File: config.mk
export PLATFORM = sky130hd
export DESIGN_NAME = gtv_requester_flat
export DESIGN_NICKNAME = d
export VERILOG_FILES = /design/src/gtv_pkg.sv /design/src/gtv_bus_if.sv /design/src/gtv_requester.sv /design/src/flat_wrapper.sv
export SDC_FILE = /design/constraint.sdc
export NUM_CORES = 1
export LEC_CHECK = 0
export BUFFER_PORTS_ARGS = -buffer_cell sky130_fd_sc_hd__buf_2
export CORE_MARGIN = 8
export CORE_UTILIZATION = 56
export CTS_CLUSTER_SIZE = 8
export DETAILED_ROUTE_END_ITERATION = 6
export GPL_TIMING_DRIVEN = 0
export PLACE_DENSITY = 0.79
export SETUP_SLACK_MARGIN = 0.02
export SYNTH_ARGS = -nofsm -noshare
export SYNTH_HDL_FRONTEND = slang
export SYNTH_SLANG_ARGS = --single-unit
File: constraint.sdc
create_clock -name clk_sys_i -period 3 [get_ports clk_sys_i]
set_input_delay 0.15 -clock clk_sys_i [delete_from_list [all_inputs] [get_ports clk_sys_i]]
set_output_delay 0.15 -clock clk_sys_i [all_outputs]
set_load 0.02 [all_outputs]
File: src/gtv_pkg.sv
// Shared constants and types for the group ticket voucher flow control.
// Assumes one system clock at 100 MHz and an active-high asynchronous reset.
package gtv_pkg;
   localparam int GTV_GRP_W = 5;
   localparam int GTV_MEM_W = 5;
   localparam logic [4:0] GTV_GRP_NETMGMT = 5'h01;
   localparam logic [4:0] GTV_GRP_LANCOPY = 5'h02;
   localparam logic [4:0] GTV_GRP_SCCP = 5'h03;
   localparam logic [4:0] GTV_MEM_OVERFLOW = 5'h1f;
   localparam int GTV_XLATE_MAX = 25;
   localparam int GTV_CLK_MHZ = 100;
   localparam int GTV_AGE_LIMIT_MS = 2000;
   localparam longint GTV_AGE_LIMIT_CYC =
      longint'(GTV_AGE_LIMIT_MS) * 1000 * GTV_CLK_MHZ;
   localparam int GTV_REFRESH_CYC = 256;
   localparam logic [7:0] GTV_CNT_RST = 8'h00;

   typedef enum logic [1:0] {
      gtv_class_netmgmt_t_v,
      gtv_class_lancopy_t_v,
      gtv_class_sccp_t_v
   } gtv_class_t;

   typedef struct packed {
      logic valid;
      logic ticket;
      logic [4:0] field;
      logic [7:0] origin;
   } gtv_pkt_t;
endpackage

File: src/gtv_bus_if.sv
// Ring link between one bus station and the next on the inter module bus.
// Assumes both ends share clk_sys_i; the bench joins the ring.
interface gtv_bus_if;
   gtv_pkg::gtv_pkt_t pkt;
   modport station (output pkt);
   modport sink (input pkt);
endinterface

File: src/gtv_requester.sv
// Requesting link card: voucher issue, ticket return, discard accounting.
// Assumes the ring returns its own voucher or ticket on the same clock.
module gtv_requester #(
   parameter logic [7:0] STATION_ID = 8'h01,
   parameter longint AGE_LIMIT = gtv_pkg::GTV_AGE_LIMIT_CYC
) (
   input wire logic clk_sys_i,
   input wire logic rst_i,
   input wire logic msg_valid_i,
   input wire gtv_pkg::gtv_class_t msg_class_i,
   input wire logic msg_seq_class1_i,
   input wire logic msg_to_node_i,
   input wire logic queue_full_i,
   output logic msg_ready_o,
   output logic send_o,
   output logic [9:0] send_addr_o,
   output logic [15:0] sccp_discard_count_o,
   output logic [15:0] lan_copy_discard_count_o,
   gtv_bus_if.sink up,
   gtv_bus_if.station down
);
   import gtv_pkg::*;

   typedef enum logic [1:0] {gtv_idle, gtv_issue, gtv_wait} gtv_st_t;
   gtv_st_t st_q, st_d;
   logic [4:0] grp_q, grp_d;
   gtv_class_t cls_q, cls_d;
   logic [31:0] age_q, age_d;
   logic [15:0] sd_q, sd_d, ld_q, ld_d;
   logic send_q, send_d;
   logic [9:0] addr_q, addr_d;
   gtv_pkt_t out_q, out_d;
   logic [4:0] grp_of;
   logic mine;

   always_comb begin
      case (msg_class_i)
         gtv_class_netmgmt_t_v: grp_of = GTV_GRP_NETMGMT;
         gtv_class_lancopy_t_v: grp_of = GTV_GRP_LANCOPY;
         default: grp_of = GTV_GRP_SCCP;
      endcase
   end

   assign mine = up.pkt.valid && up.pkt.origin == STATION_ID;
   assign msg_ready_o = (st_q == gtv_idle);

   always_comb begin
      st_d = st_q;
      grp_d = grp_q;
      cls_d = cls_q;
      age_d = age_q;
      sd_d = sd_q;
      ld_d = ld_q;
      send_d = 1'b0;
      addr_d = addr_q;
      // Foreign packets are relayed; our own are removed from the ring.
      out_d = mine ? '0 : up.pkt;
      case (st_q)
         gtv_idle: begin
            if (msg_valid_i) begin
               if (msg_class_i == gtv_class_sccp_t_v && !msg_to_node_i) begin
                  send_d = 1'b0;
               end else if (msg_class_i == gtv_class_sccp_t_v &&
                            msg_seq_class1_i) begin
                  sd_d = sd_q + 16'h0001;
               end else if (queue_full_i &&
                            msg_class_i != gtv_class_netmgmt_t_v) begin
                  if (msg_class_i == gtv_class_sccp_t_v) begin
                     sd_d = sd_q + 16'h0001;
                  end else begin
                     ld_d = ld_q + 16'h0001;
                  end
               end else begin
                  grp_d = grp_of;
                  cls_d = msg_class_i;
                  age_d = '0;
                  st_d = gtv_issue;
               end
            end
         end
         gtv_issue: begin
            if (!up.pkt.valid || mine) begin
               out_d = '{valid: 1'b1, ticket: 1'b0, field: grp_q,
                         origin: STATION_ID};
               st_d = gtv_wait;
            end
            age_d = age_q + 32'h1;
         end
         default: begin
            age_d = age_q + 32'h1;
            if (mine && up.pkt.ticket) begin
               addr_d = {grp_q, up.pkt.field};
               send_d = 1'b1;
               st_d = gtv_idle;
            end else if (age_q >= 32'(AGE_LIMIT)) begin
               // A timed-out management message feeds neither counter.
               if (cls_q == gtv_class_lancopy_t_v) begin
                  ld_d = ld_q + 16'h0001;
               end else if (cls_q == gtv_class_sccp_t_v) begin
                  sd_d = sd_q + 16'h0001;
               end
               st_d = gtv_idle;
            end else if (mine) begin
               // An unanswered voucher goes round again.
               out_d = up.pkt;
            end
         end
      endcase
   end

   always_ff @(posedge clk_sys_i or posedge rst_i) begin
      if (rst_i) begin
         st_q <= gtv_idle;
         grp_q <= 5'h00;
         cls_q <= gtv_class_netmgmt_t_v;
         age_q <= '0;
         sd_q <= '0;
         ld_q <= '0;
         send_q <= 1'b0;
         addr_q <= '0;
         out_q <= '0;
      end else begin
         st_q <= st_d;
         grp_q <= grp_d;
         cls_q <= cls_d;
         age_q <= age_d;
         sd_q <= sd_d;
         ld_q <= ld_d;
         send_q <= send_d;
         addr_q <= addr_d;
         out_q <= out_d;
      end
   end

   assign down.pkt = out_q;
   assign send_o = send_q;
   assign send_addr_o = addr_q;
   assign sccp_discard_count_o = sd_q;
   assign lan_copy_discard_count_o = ld_q;
endmodule

File: src/flat_wrapper.sv
// flat-port wrapper written by rule: the top's interface ports become plain ports
module gtv_requester_flat import gtv_pkg::*;
#(
   parameter logic [7:0] STATION_ID = 8'h01,
   parameter longint AGE_LIMIT = gtv_pkg::GTV_AGE_LIMIT_CYC
)
  (clk_sys_i, rst_i, msg_valid_i, msg_class_i, msg_seq_class1_i, msg_to_node_i, queue_full_i, msg_ready_o, send_o, send_addr_o, sccp_discard_count_o, lan_copy_discard_count_o, up_pkt, down_pkt);
  gtv_bus_if up_i ();
  gtv_bus_if down_i ();
  input wire logic clk_sys_i;
  input wire logic rst_i;
  input wire logic msg_valid_i;
  input wire gtv_pkg::gtv_class_t msg_class_i;
  input wire logic msg_seq_class1_i;
  input wire logic msg_to_node_i;
  input wire logic queue_full_i;
  output logic msg_ready_o;
  output logic send_o;
  output logic [9:0] send_addr_o;
  output logic [15:0] sccp_discard_count_o;
  output logic [15:0] lan_copy_discard_count_o;
  input wire logic [$bits(up_i.pkt)-1:0] up_pkt;
  output wire logic [$bits(down_i.pkt)-1:0] down_pkt;
  assign up_i.pkt = up_pkt;
  assign down_pkt = down_i.pkt;
  gtv_requester #(.STATION_ID(STATION_ID), .AGE_LIMIT(AGE_LIMIT)) u_core (.clk_sys_i(clk_sys_i), .rst_i(rst_i), .msg_valid_i(msg_valid_i), .msg_class_i(msg_class_i), .msg_seq_class1_i(msg_seq_class1_i), .msg_to_node_i(msg_to_node_i), .queue_full_i(queue_full_i), .msg_ready_o(msg_ready_o), .send_o(send_o), .send_addr_o(send_addr_o), .sccp_discard_count_o(sccp_discard_count_o), .lan_copy_discard_count_o(lan_copy_discard_count_o), .up(up_i), .down(down_i));
endmodule
==> results.ini, run 1 <==
[floorplan]
fp.dieW_um=106
io_pins=82
start_util=0.566
rows=33
dieArea_um2=11200
die_height_um=106
design.core.area_um2=8010

[routing]
route.detailed.drc=0
totalWireLength_um=9600
avgViaCountPerCell=5.43
drt_iter0_drc=142
vias=3341
wl_per_cell_um=15.6
detail_route.first_pass.iterations=4
ant_nets=0

[critical_path]
cp.required_ps=3250
path_max_fanout=6
arrival_ps=2550
path_class=reg -> reg
start_kind=flop
endpoint_kind=flop

[power_and_ir_drop]
leakagePower_nw=2.58
powerDensity_nw_per_um2=629
max-vdd-ir-drop_mv=0.530

[clock_tree]
htree_levels=3
clk_latency_ps=360
cts_resized=0
cts.sinks=93
tritoncts=done
clk_path_buf_depth=2
clkSlewWorstSetupHoldPaths_ps=90
clockRootBuffer=clkbuf_8
cts_buffers=9

[layout]
mostFrequentLayoutCells=dfrtp_1, buf_2, nor2_1, nand2_1, xnor2_1
final_nets=532
fin_util=0.664
diodes=0
fin_area_um2=5320
syn_to_final_growth_pct=17.3
drive_gt1_frac=0.302
stdcell_count=615
final_common_cell=dfrtp_1
n_fill_cell=622

[global_routing]
gr-total-overflow=0
grt_pass1_vias=3434
grt.total_usage=0.177
grt_max_degree=62
grt_pass1_wl_um=16400
antenna_found_initial=0

[placed_design]
port_buffers=78
dpl-instance-area_um2=5090
routabilityCongestion=0.796
dp_hpwl_um=7110
dpl.cell_count=597
pre_cts_ws_ps=736

[sta]
fin_crit_ps=2300
skew_ps=11.2
hold_viol=0
fmax_ghz=0.435
grt_setup_unrepaired=false
fin_setup_tns_ps=0
finalSetupViolCount=0
min_period_over_period=0.766
slew_viol_final=0
maxSlewHeadroom=0.471
layout_setup_ws_ps=701
worst_pin_slew_ps=792

[synth]
post_synth.cell_area_avg_um2=11.0
syn-cell-area_um2=4530
synth_edf_count=0
async_flop_share=1.00
synth_cells=411
ys_types=65
ys_ff_latch=93
synth_top_flop_cell=dfrtp_1
yosys_warnings=0
synth_seq_area_share=0.513

[hold_path]
hold_path.class=in -> reg

[outcome]
status=complete, no violations

[job]
maxCapViolations=0

==> power breakdown <==
part / switching, W / total, W / internal [W]
clock: 0.000447 / 0.000861 / 0.000414
combinational: 0.000559 / 0.000883 / 0.000324
sequential: 0.000167 / 0.00160 / 0.00143
==> cell usage after synthesis (2+ instances only) <==
cell,count,area (um2)
buf_2,4,20.0
or3_1,9,56.3
nor4_1,5,31.3
a21o_1,2,15.0
nor2_1,38,143
nor3_2,5,50.1
and2_1,5,31.3
and3_1,10,62.6
nor3_1,6,30.0
nor4_4,2,42.5
buf_6,3,33.8
nand2_1,31,116
nand4_1,12,75.1
clkbuf_1,3,11.3
nand3_2,7,70.1
inv_1,13,48.8
ha_1,4,50.1
nor3b_2,2,25.0
a31oi_1,2,12.5
o21ai_0,11,55.1
dfrtp_1,93,2330
nand3_1,8,40.0
buf_4,3,22.5
and3_2,2,15.0
o31ai_1,3,22.5
xor2_1,23,201
nand4_2,2,25.0
nor2b_1,8,50.1
nand2b_1,4,25.0
xnor2_1,29,254
mux2_2,9,101
nor3b_1,4,30.0
a21oi_1,17,85.1
==> worst paths after layout <==
check,start,end,slack [ps],cells after the start
min reg2reg,u_core.lan_copy_discard_count_o[15]$_DFFE_PP0P_,u_core.lan_copy_discard_count_o[15]$_DFFE_PP0P_,480,1
max,u_core.age_q[11]$_DFFE_PP0P_,u_core.lan_copy_discard_count_o[1]$_DFFE_PP0P_,700,7
min in group asynchronous,rst_i,u_core.lan_copy_discard_count_o[14]$_DFFE_PP0P_,350,3
max in group asynchronous,rst_i,u_core.down.pkt[13]$_DFF_PP0_,2010,4
max reg2reg,u_core.age_q[11]$_DFFE_PP0P_,u_core.lan_copy_discard_count_o[1]$_DFFE_PP0P_,700,7
min,up_pkt[1],u_core.down.pkt[1]$_DFF_PP0_,20,2
==> layout make-up <==
class                   instances  area (um2)  area share
repair buffers                 81         438      0.0823
flip-flops and latches         93        2330       0.438
plain buffers                  14         101      0.0191
clock buffers                  10         138      0.0259
clock inverters                 6        68.8      0.0129
inverters                      14        55.1      0.0104
well taps                     105         131      0.0247
multi-input cells             292        2060       0.387
==> critical path: stages, from the launching register on <==
cell	delay, ps
dfrtp_1	450
nor4_1	340
a211o_1	200
a21oi_2	80
or2_4	250
a32oi_4	290
or2_1	250
mux2_4	320
==> repair_timing <==
action                                 CTS  global route
buffers inserted                         0             0
endpoints found under the hold margin   33             0
hold buffers                             2             0
==> cells by family after synthesis <==
| kind of cell | count (synthesis) | synth area share |
|---|---|---|
| other cells | 1 | 0.000827 |
| flops | 93 | 0.513 |
| compound gates | 49 | 0.0762 |
| buf+inv | 28 | 0.0339 |
| xor+xnor | 53 | 0.104 |
| simple gates | 173 | 0.235 |
| fa+ha+maj | 4 | 0.0110 |
| mux | 10 | 0.0257 |
==> flip-flops by register name, summed over array words and instances (netlist names) <==
register	flops
u_core.send_o	1
u_core.cls_q	2
u_core.age_q	32
u_core.lan_copy_discard_count_o	16
u_core.st_q	2
u_core.down.pkt	15
u_core.sccp_discard_count_o	16
u_core.grp_q	2
u_core.send_addr_o	7
==> through the flow <==
stage	hold WS (ps)	total power [W]
6_report	18.7	0.00335
5_1_grt	8.03	0.00354
4_1_cts	3.97	0.00337
3_5_place_dp	193	0.00251
3_3_place_gp	376	0.00247
2_1_floorplan	253	0.00222
==> routing by layer <==
metal / global-route usage / part of all wire / wire, um
met1: 0.221 / 0.44 / 4270
met2: 0.290 / 0.49 / 4710
met3: 0.0538 / 0.056 / 539
met4: 0.0523 / 0.0081 / 78
met5: 0 / 0 / 0
No activity file was read; power rests on OpenSTA's default activity.
==> inputs of run 2 (changes only) <==
clock period = 2.13 ns   (was 3 ns; I/O delays follow)
==> run 2 against run 1 <==
  * Clock-buffer cell count did not move
  * Global-route usage increased by 0.89 points
  * Die area unchanged
  * Setup slack worse by 680 ps
  * Sequential share of layout area down 2.1 points
  * Clock power is 31% higher
  * Fmax increased by 8.9%
  * Largest cell class unchanged
  * Largest power group unchanged
==> results.ini, run 2 (synthesis gave the netlist of run 1 again) <==
[outcome]
status=complete, no violations

[critical_path]
crit_slowest_cell=dfrtp_2
max_stage_delay_ps=410  ; -40 ps
critPathBufInv=0  ; unchanged
crit_top_cell=or2_4
path_cells=nor4_2, a211o_1, a21oi_2, or2_4, a32oi_4, or2_4, mux2_4
endpoint_kind=flop
path_class=reg -> reg
arrival_ps=2360  ; -190 ps
path_max_fanout=6  ; unchanged
cp.required_ps=2370  ; -880 ps
start_kind=flop
crit_family=simple AND/OR/NAND/NOR gates

[layout]
largest_reg_flops=32  ; unchanged
regMostFlops=u_core.age_q
stdcell_count=639  ; +3.9%
drive_gt1_frac=0.331  ; +0.0295
fin_util=0.698  ; +0.0344
mostFrequentLayoutCells=dfrtp_1, buf_2, nor2_1, nand2_1, xnor2_1
final_common_cell=dfrtp_1
syn_to_final_growth_pct=23.4
diodes=0  ; unchanged
final_nets=556  ; +4.5%

[sta]
worst_pin_slew_ps=767  ; -24.4 ps
skew_ps=10.7  ; -0.462 ps
fin_crit_ps=2110  ; -187 ps
finalSetupViolCount=0  ; unchanged
fmax_ghz=0.473  ; +8.9%
hold_viol=0  ; unchanged
grt_setup_unrepaired=true
slew_viol_final=0  ; unchanged
min_period_over_period=0.992  ; +0.225
maxSlewHeadroom=0.487  ; +0.0163

[floorplan]
fp.dieW_um=106  ; unchanged
start_util=0.566  ; unchanged
die_height_um=106  ; unchanged
io_pins=82  ; unchanged
design.core.area_um2=8010  ; unchanged
dieArea_um2=11200  ; unchanged
rows=33  ; unchanged

[clock_tree]
tritoncts=done
clkSlewWorstSetupHoldPaths_ps=100  ; about the same
cts.sinks=93  ; unchanged
cts_buffers=9  ; unchanged
clk_latency_ps=360  ; about the same
clockRootBuffer=clkbuf_8
htree_levels=3  ; unchanged
clk_path_buf_depth=2  ; unchanged

[global_routing]
gr-total-overflow=0  ; unchanged
grt_max_degree=37  ; -40%
grt_pass1_wl_um=17200  ; +4.4%
antenna_found_initial=0  ; unchanged
grt_pass1_vias=3539  ; +3.1%
grt.total_usage=0.186  ; +0.00890

[power_and_ir_drop]
leakagePower_nw=2.70  ; +4.6%
powerDensity_nw_per_um2=845  ; +34%
power_w=0.00472  ; +41%
max-vdd-ir-drop_mv=0.565  ; +6.6%

[placed_design]
dpl.cell_count=598  ; +0.17%
port_buffers=78  ; unchanged
routabilityCongestion=0.776  ; -2.6%
dp_hpwl_um=6860  ; -3.6%

[routing]
wl_per_cell_um=15.7  ; +0.41%
detail_route.first_pass.iterations=5  ; +1
avgViaCountPerCell=5.39  ; -0.82%
totalWireLength_um=10000  ; +4.3%
route.detailed.drc=0  ; unchanged
ant_nets=0  ; unchanged
vias=3443  ; +3.1%
drt_iter0_drc=199  ; +40%

[job]
maxCapViolations=0  ; unchanged

[hold_path]
hold_path.class=in -> reg

run 2: worst paths after layout:
path,startpoint,endpoint,slack (ps),cells after the start
setup / recovery,u_core.age_q[11]$_DFFE_PP0P_,u_core.lan_copy_discard_count_o[1]$_DFFE_PP0P_,20,7
hold / removal,msg_class_i[1],u_core.grp_q[0]$_DFFE_PP0P_,40,3
setup reg to reg,u_core.age_q[11]$_DFFE_PP0P_,u_core.lan_copy_discard_count_o[1]$_DFFE_PP0P_,20,7
hold reg to reg,u_core.sccp_discard_count_o[15]$_DFFE_PP0P_,u_core.sccp_discard_count_o[15]$_DFFE_PP0P_,470,1
max in group asynchronous,rst_i,u_core.age_q[11]$_DFFE_PP0P_,1080,4
min in group asynchronous,rst_i,u_core.sccp_discard_count_o[0]$_DFFE_PP0P_,410,3
run 2: final cells by class:
type / count / area, um2
repair buffers: 105 / 669
well taps: 105 / 131
clock inverters: 6 / 53.8
clock buffers: 10 / 138
multi-input cells: 292 / 2100
inverters: 14 / 56.3
fillers: 587 / 2420
plain buffers: 14 / 111
flip-flops and latches: 93 / 2330
run 2: timing repair:
| action | CTS | global route |
|---|---|---|
| setup buffers | 4 | 5 |
| endpoints found under the hold margin | 50 | 0 |
| hold buffers | 16 | 0 |
| setup endpoints to repair | 10 | 58 |
| gates resized for setup | 3 | 16 |
| pin swaps | 3 | 7 |
run 2: report_power, final:
part | total, W | internal [W] | switching [W]
logic | 0.00133 | 0.000513 | 0.000822
clock network | 0.00113 | 0.000477 | 0.000655
registers | 0.00226 | 0.00202 | 0.000238
total | 0.00472 | 0.00301 | 0.00171
run 2: per-layer routing:
| layer | global-route usage | up-vias | wire, um |
|---|---|---|---|
| li1 | - | 1658 | - |
| met3 | 0.0405 | 14 | 481 |
| met1 | 0.243 | 1669 | 4340 |
| met5 | 0 | - | 0 |
| met2 | 0.294 | 102 | 5010 |
| met4 | 0.0764 | 0 | 182 |
run 2: through the flow:
step           TNS, ps  hold slack (ps)  worst slack, ps  area, um2
4_1_cts              0             14.4             5.18       5510
3_5_place_dp      -155              277             -134       5110
6_report             0             40.4             17.9       5590
3_3_place_gp     -75.3              332            -75.3       5070
5_1_grt          -45.8             47.5            -41.8       5590
2_1_floorplan        0              210              158       4540
run 2: worst reg2reg max path: stages, from the launching register on:
cell,delay [ps]
dfrtp_2,410
nor4_2,280
a211o_1,190
a21oi_2,80
or2_4,250
a32oi_4,280
or2_4,200
mux2_4,300
==> inputs of run 3 (changes only) <==
CELL_PAD_IN_SITES_DETAIL_PLACEMENT = 2   (was unset)
CELL_PAD_IN_SITES_GLOBAL_PLACEMENT = 2   (was unset)
CORE_UTILIZATION = 36   (was 56)
==> run 3 against run 2 <==
  * The flow now finishes with violations (negative setup slack)
  * Combinational power up 7%
  * Die area up 46%
  * Routed wire length up 41%
  * Final cell count up 10%
  * Sequential share of layout area down 1.6 points
  * Critical path depth unchanged
  * Hold slack worse by 32 ps
  * Core utilization down 23 points
  * Largest power group unchanged
  * Critical path type unchanged
==> results.ini, run 3 (synthesis gave the netlist of run 1 again) <==
[outcome]
violations=negative setup slack
status=finished with violations

[routing]
vias=3596  ; +4.4%
detail_route.first_pass.iterations=4  ; -1
totalWireLength_um=14200  ; +41%
wl_per_cell_um=20.1  ; +28%
ant_nets=0  ; unchanged
route.detailed.drc=0  ; unchanged
avgViaCountPerCell=5.10  ; -5.3%
drt_iter0_drc=169  ; -15%

[job]
maxCapViolations=0  ; unchanged

[sta]
maxSlewHeadroom=0.390  ; -0.0975
hold_viol=0  ; unchanged
finalSetupViolCount=1  ; +1
skew_ps=7.60  ; -3.09 ps
layout_setup_ws_ps=-22.4  ; -40.3 ps
fin_crit_ps=2150  ; +40.3 ps
min_period_over_period=1.01  ; +0.0189
holdWs_ps=8.44  ; -32.0 ps
slew_viol_final=0  ; unchanged
fmax_ghz=0.465  ; -1.9%
worst_pin_slew_ps=906  ; +138 ps
grt_setup_unrepaired=true

[power_and_ir_drop]
p_int_w=0.00351  ; +17%
clock_power_share=0.312  ; +0.072
p_sw_w=0.00188  ; +9.4%
power_w=0.00539  ; +14%
powerDensity_nw_per_um2=925  ; +9.5%
p_comb_frac=0.263  ; -0.019
max-vdd-ir-drop_mv=0.738  ; +31%
swShare=0.348  ; -0.0146
leakagePower_nw=2.76  ; +2.0%
pwr-share-seq=0.425  ; -0.053

[layout]
regMostFlops=u_core.age_q
mostFrequentLayoutCells=dfrtp_1, buf_2, nor2_1, nand2_1, xnor2_1
drive_gt1_frac=0.365  ; +0.0332
seq_area_um2=2340  ; +0.21%
final_nets=554  ; -0.36%
largest_reg_flops=32  ; unchanged
syn_to_final_growth_pct=28.5
final_common_cell=dfrtp_1
multiInputGateArea_um2=2170  ; +3.4%
stdcell_count=705  ; +10%
n_fill_cell=1296  ; +120%

[critical_path]
start_kind=flop
path_max_fanout=5  ; -1
arrival_ps=2390  ; +30 ps
r2r_cells=7  ; unchanged
endpoint_kind=flop
cp.required_ps=2370  ; about the same
path_class=reg -> reg

[hold_path]
hold_depth=2  ; -1
hold_path.class=in -> reg

[floorplan]
rows=41  ; +24%
design.core.area_um2=12500  ; +56%
die_height_um=128  ; +21%
dieArea_um2=16400  ; +46%
fp.dieW_um=128  ; +21%
start_util=0.364  ; -0.202
io_pins=82  ; unchanged

[global_routing]
grt_max_degree=38  ; +2.7%
gr-total-overflow=0  ; unchanged
antenna_found_initial=1  ; +1
grt_pass1_wl_um=22300  ; +30%
grt_pass1_vias=4088  ; +16%
grt.total_usage=0.175  ; -0.0111

[clock_tree]
tritoncts=done
cts.sinks=93  ; unchanged
clockRootBuffer=clkbuf_16
clk_path_buf_depth=2  ; unchanged
clk_latency_ps=360  ; about the same
clkSlewWorstSetupHoldPaths_ps=60  ; -40 ps
htree_levels=3  ; unchanged
cts_buffers=9  ; unchanged

[placed_design]
port_buffers=78  ; unchanged
routabilityCongestion=0.789  ; +1.8%
pre_cts_ws_ps=-175  ; -41.5 ps
dp_hpwl_um=9210  ; +34%
dpl.cell_count=665  ; +11%

## run 3: cell types whose count changed in the layout (fill, tap and decap cells not counted), moves of 2 or more
cell           previous run  this run
dfrtp_2                   3         7
dfrtp_1                  90        86
clkbuf_8                 11         3
nor4_4                    2         5
inv_6                     2         0
buf_4                    11        20
dlygate4sd3_1            16         7
nor4_1                    3         0
clkbuf_1                  1         3
clkbuf_16                 0         9
## run 3: metal layers
layer	track usage	share of wire	vias up
met1	0.202	0.41	1876
met4	0.0510	0.015	0
met5	0	0	-
li1	-	-	1651
met2	0.307	0.53	52
met3	0.0491	0.037	17
## run 3: layout make-up
| type | instances | share of cell area |
|---|---|---|
| timing repair buffer | 103 | 0.107 |
| antenna | 1 | 0.000430 |
| tap | 172 | 0.0370 |
| clock buffer | 13 | 0.0447 |
| multi-input combinational | 292 | 0.373 |
| inverter | 14 | 0.0103 |
| clock inverter | 3 | 0.00752 |
| sequential | 93 | 0.401 |
| buffer | 14 | 0.0189 |
## run 3: repair_timing
action                                  in CTS  in global routing
pin swaps                                    7                 10
hold buffers                                 7                  0
buffers inserted                             4                 12
endpoints found under the setup margin      27                 63
gates resized for setup                      8                 29
hold endpoints to repair                    29                  0
## run 3: final timing paths
path	from	end	slack, ps
min in group asynchronous	rst_i	u_core.age_q[15]$_DFFE_PP0P_	340
hold / removal	up_pkt[1]	u_core.down.pkt[1]$_DFF_PP0_	8
hold reg to reg	u_core.sccp_discard_count_o[11]$_DFFE_PP0P_	u_core.sccp_discard_count_o[11]$_DFFE_PP0P_	490
setup / recovery	u_core.age_q[11]$_DFFE_PP0P_	u_core.lan_copy_discard_count_o[1]$_DFFE_PP0P_	-20
max in group asynchronous	rst_i	u_core.sccp_discard_count_o[3]$_DFFE_PP0P_	960
setup reg to reg	u_core.age_q[11]$_DFFE_PP0P_	u_core.lan_copy_discard_count_o[1]$_DFFE_PP0P_	-20
## run 3: through the flow
step	setup TNS (ps)	instance area (um2)	util
floorplan	0	4540	-
global placement	-94.5	5150	0.413
detailed placement	-1040	5190	0.416
CTS	-6.07	5620	0.451
global route	-620	5820	0.467
finish	-22.4	5820	0.467
## run 3: power by group through the flow
stage	combinational (W)	clock, W	sequential, W
after floorplan	0.000717	0	0.00241
after global routing	0.00156	0.00179	0.00233
final	0.00142	0.00168	0.00229
after detailed placement	0.00131	0	0.00231
after CTS	0.00137	0.00171	0.00229
after global placement	0.00124	0	0.00228
## run 3: critical path, cell delays in order (launching register included)
cell and delay [ps]:
dfrtp_2 450, nor4_4 280, a211o_1 210, a21oi_4 80, or2_4 250, a32oi_4 270
or2_4 200, mux2_4 290
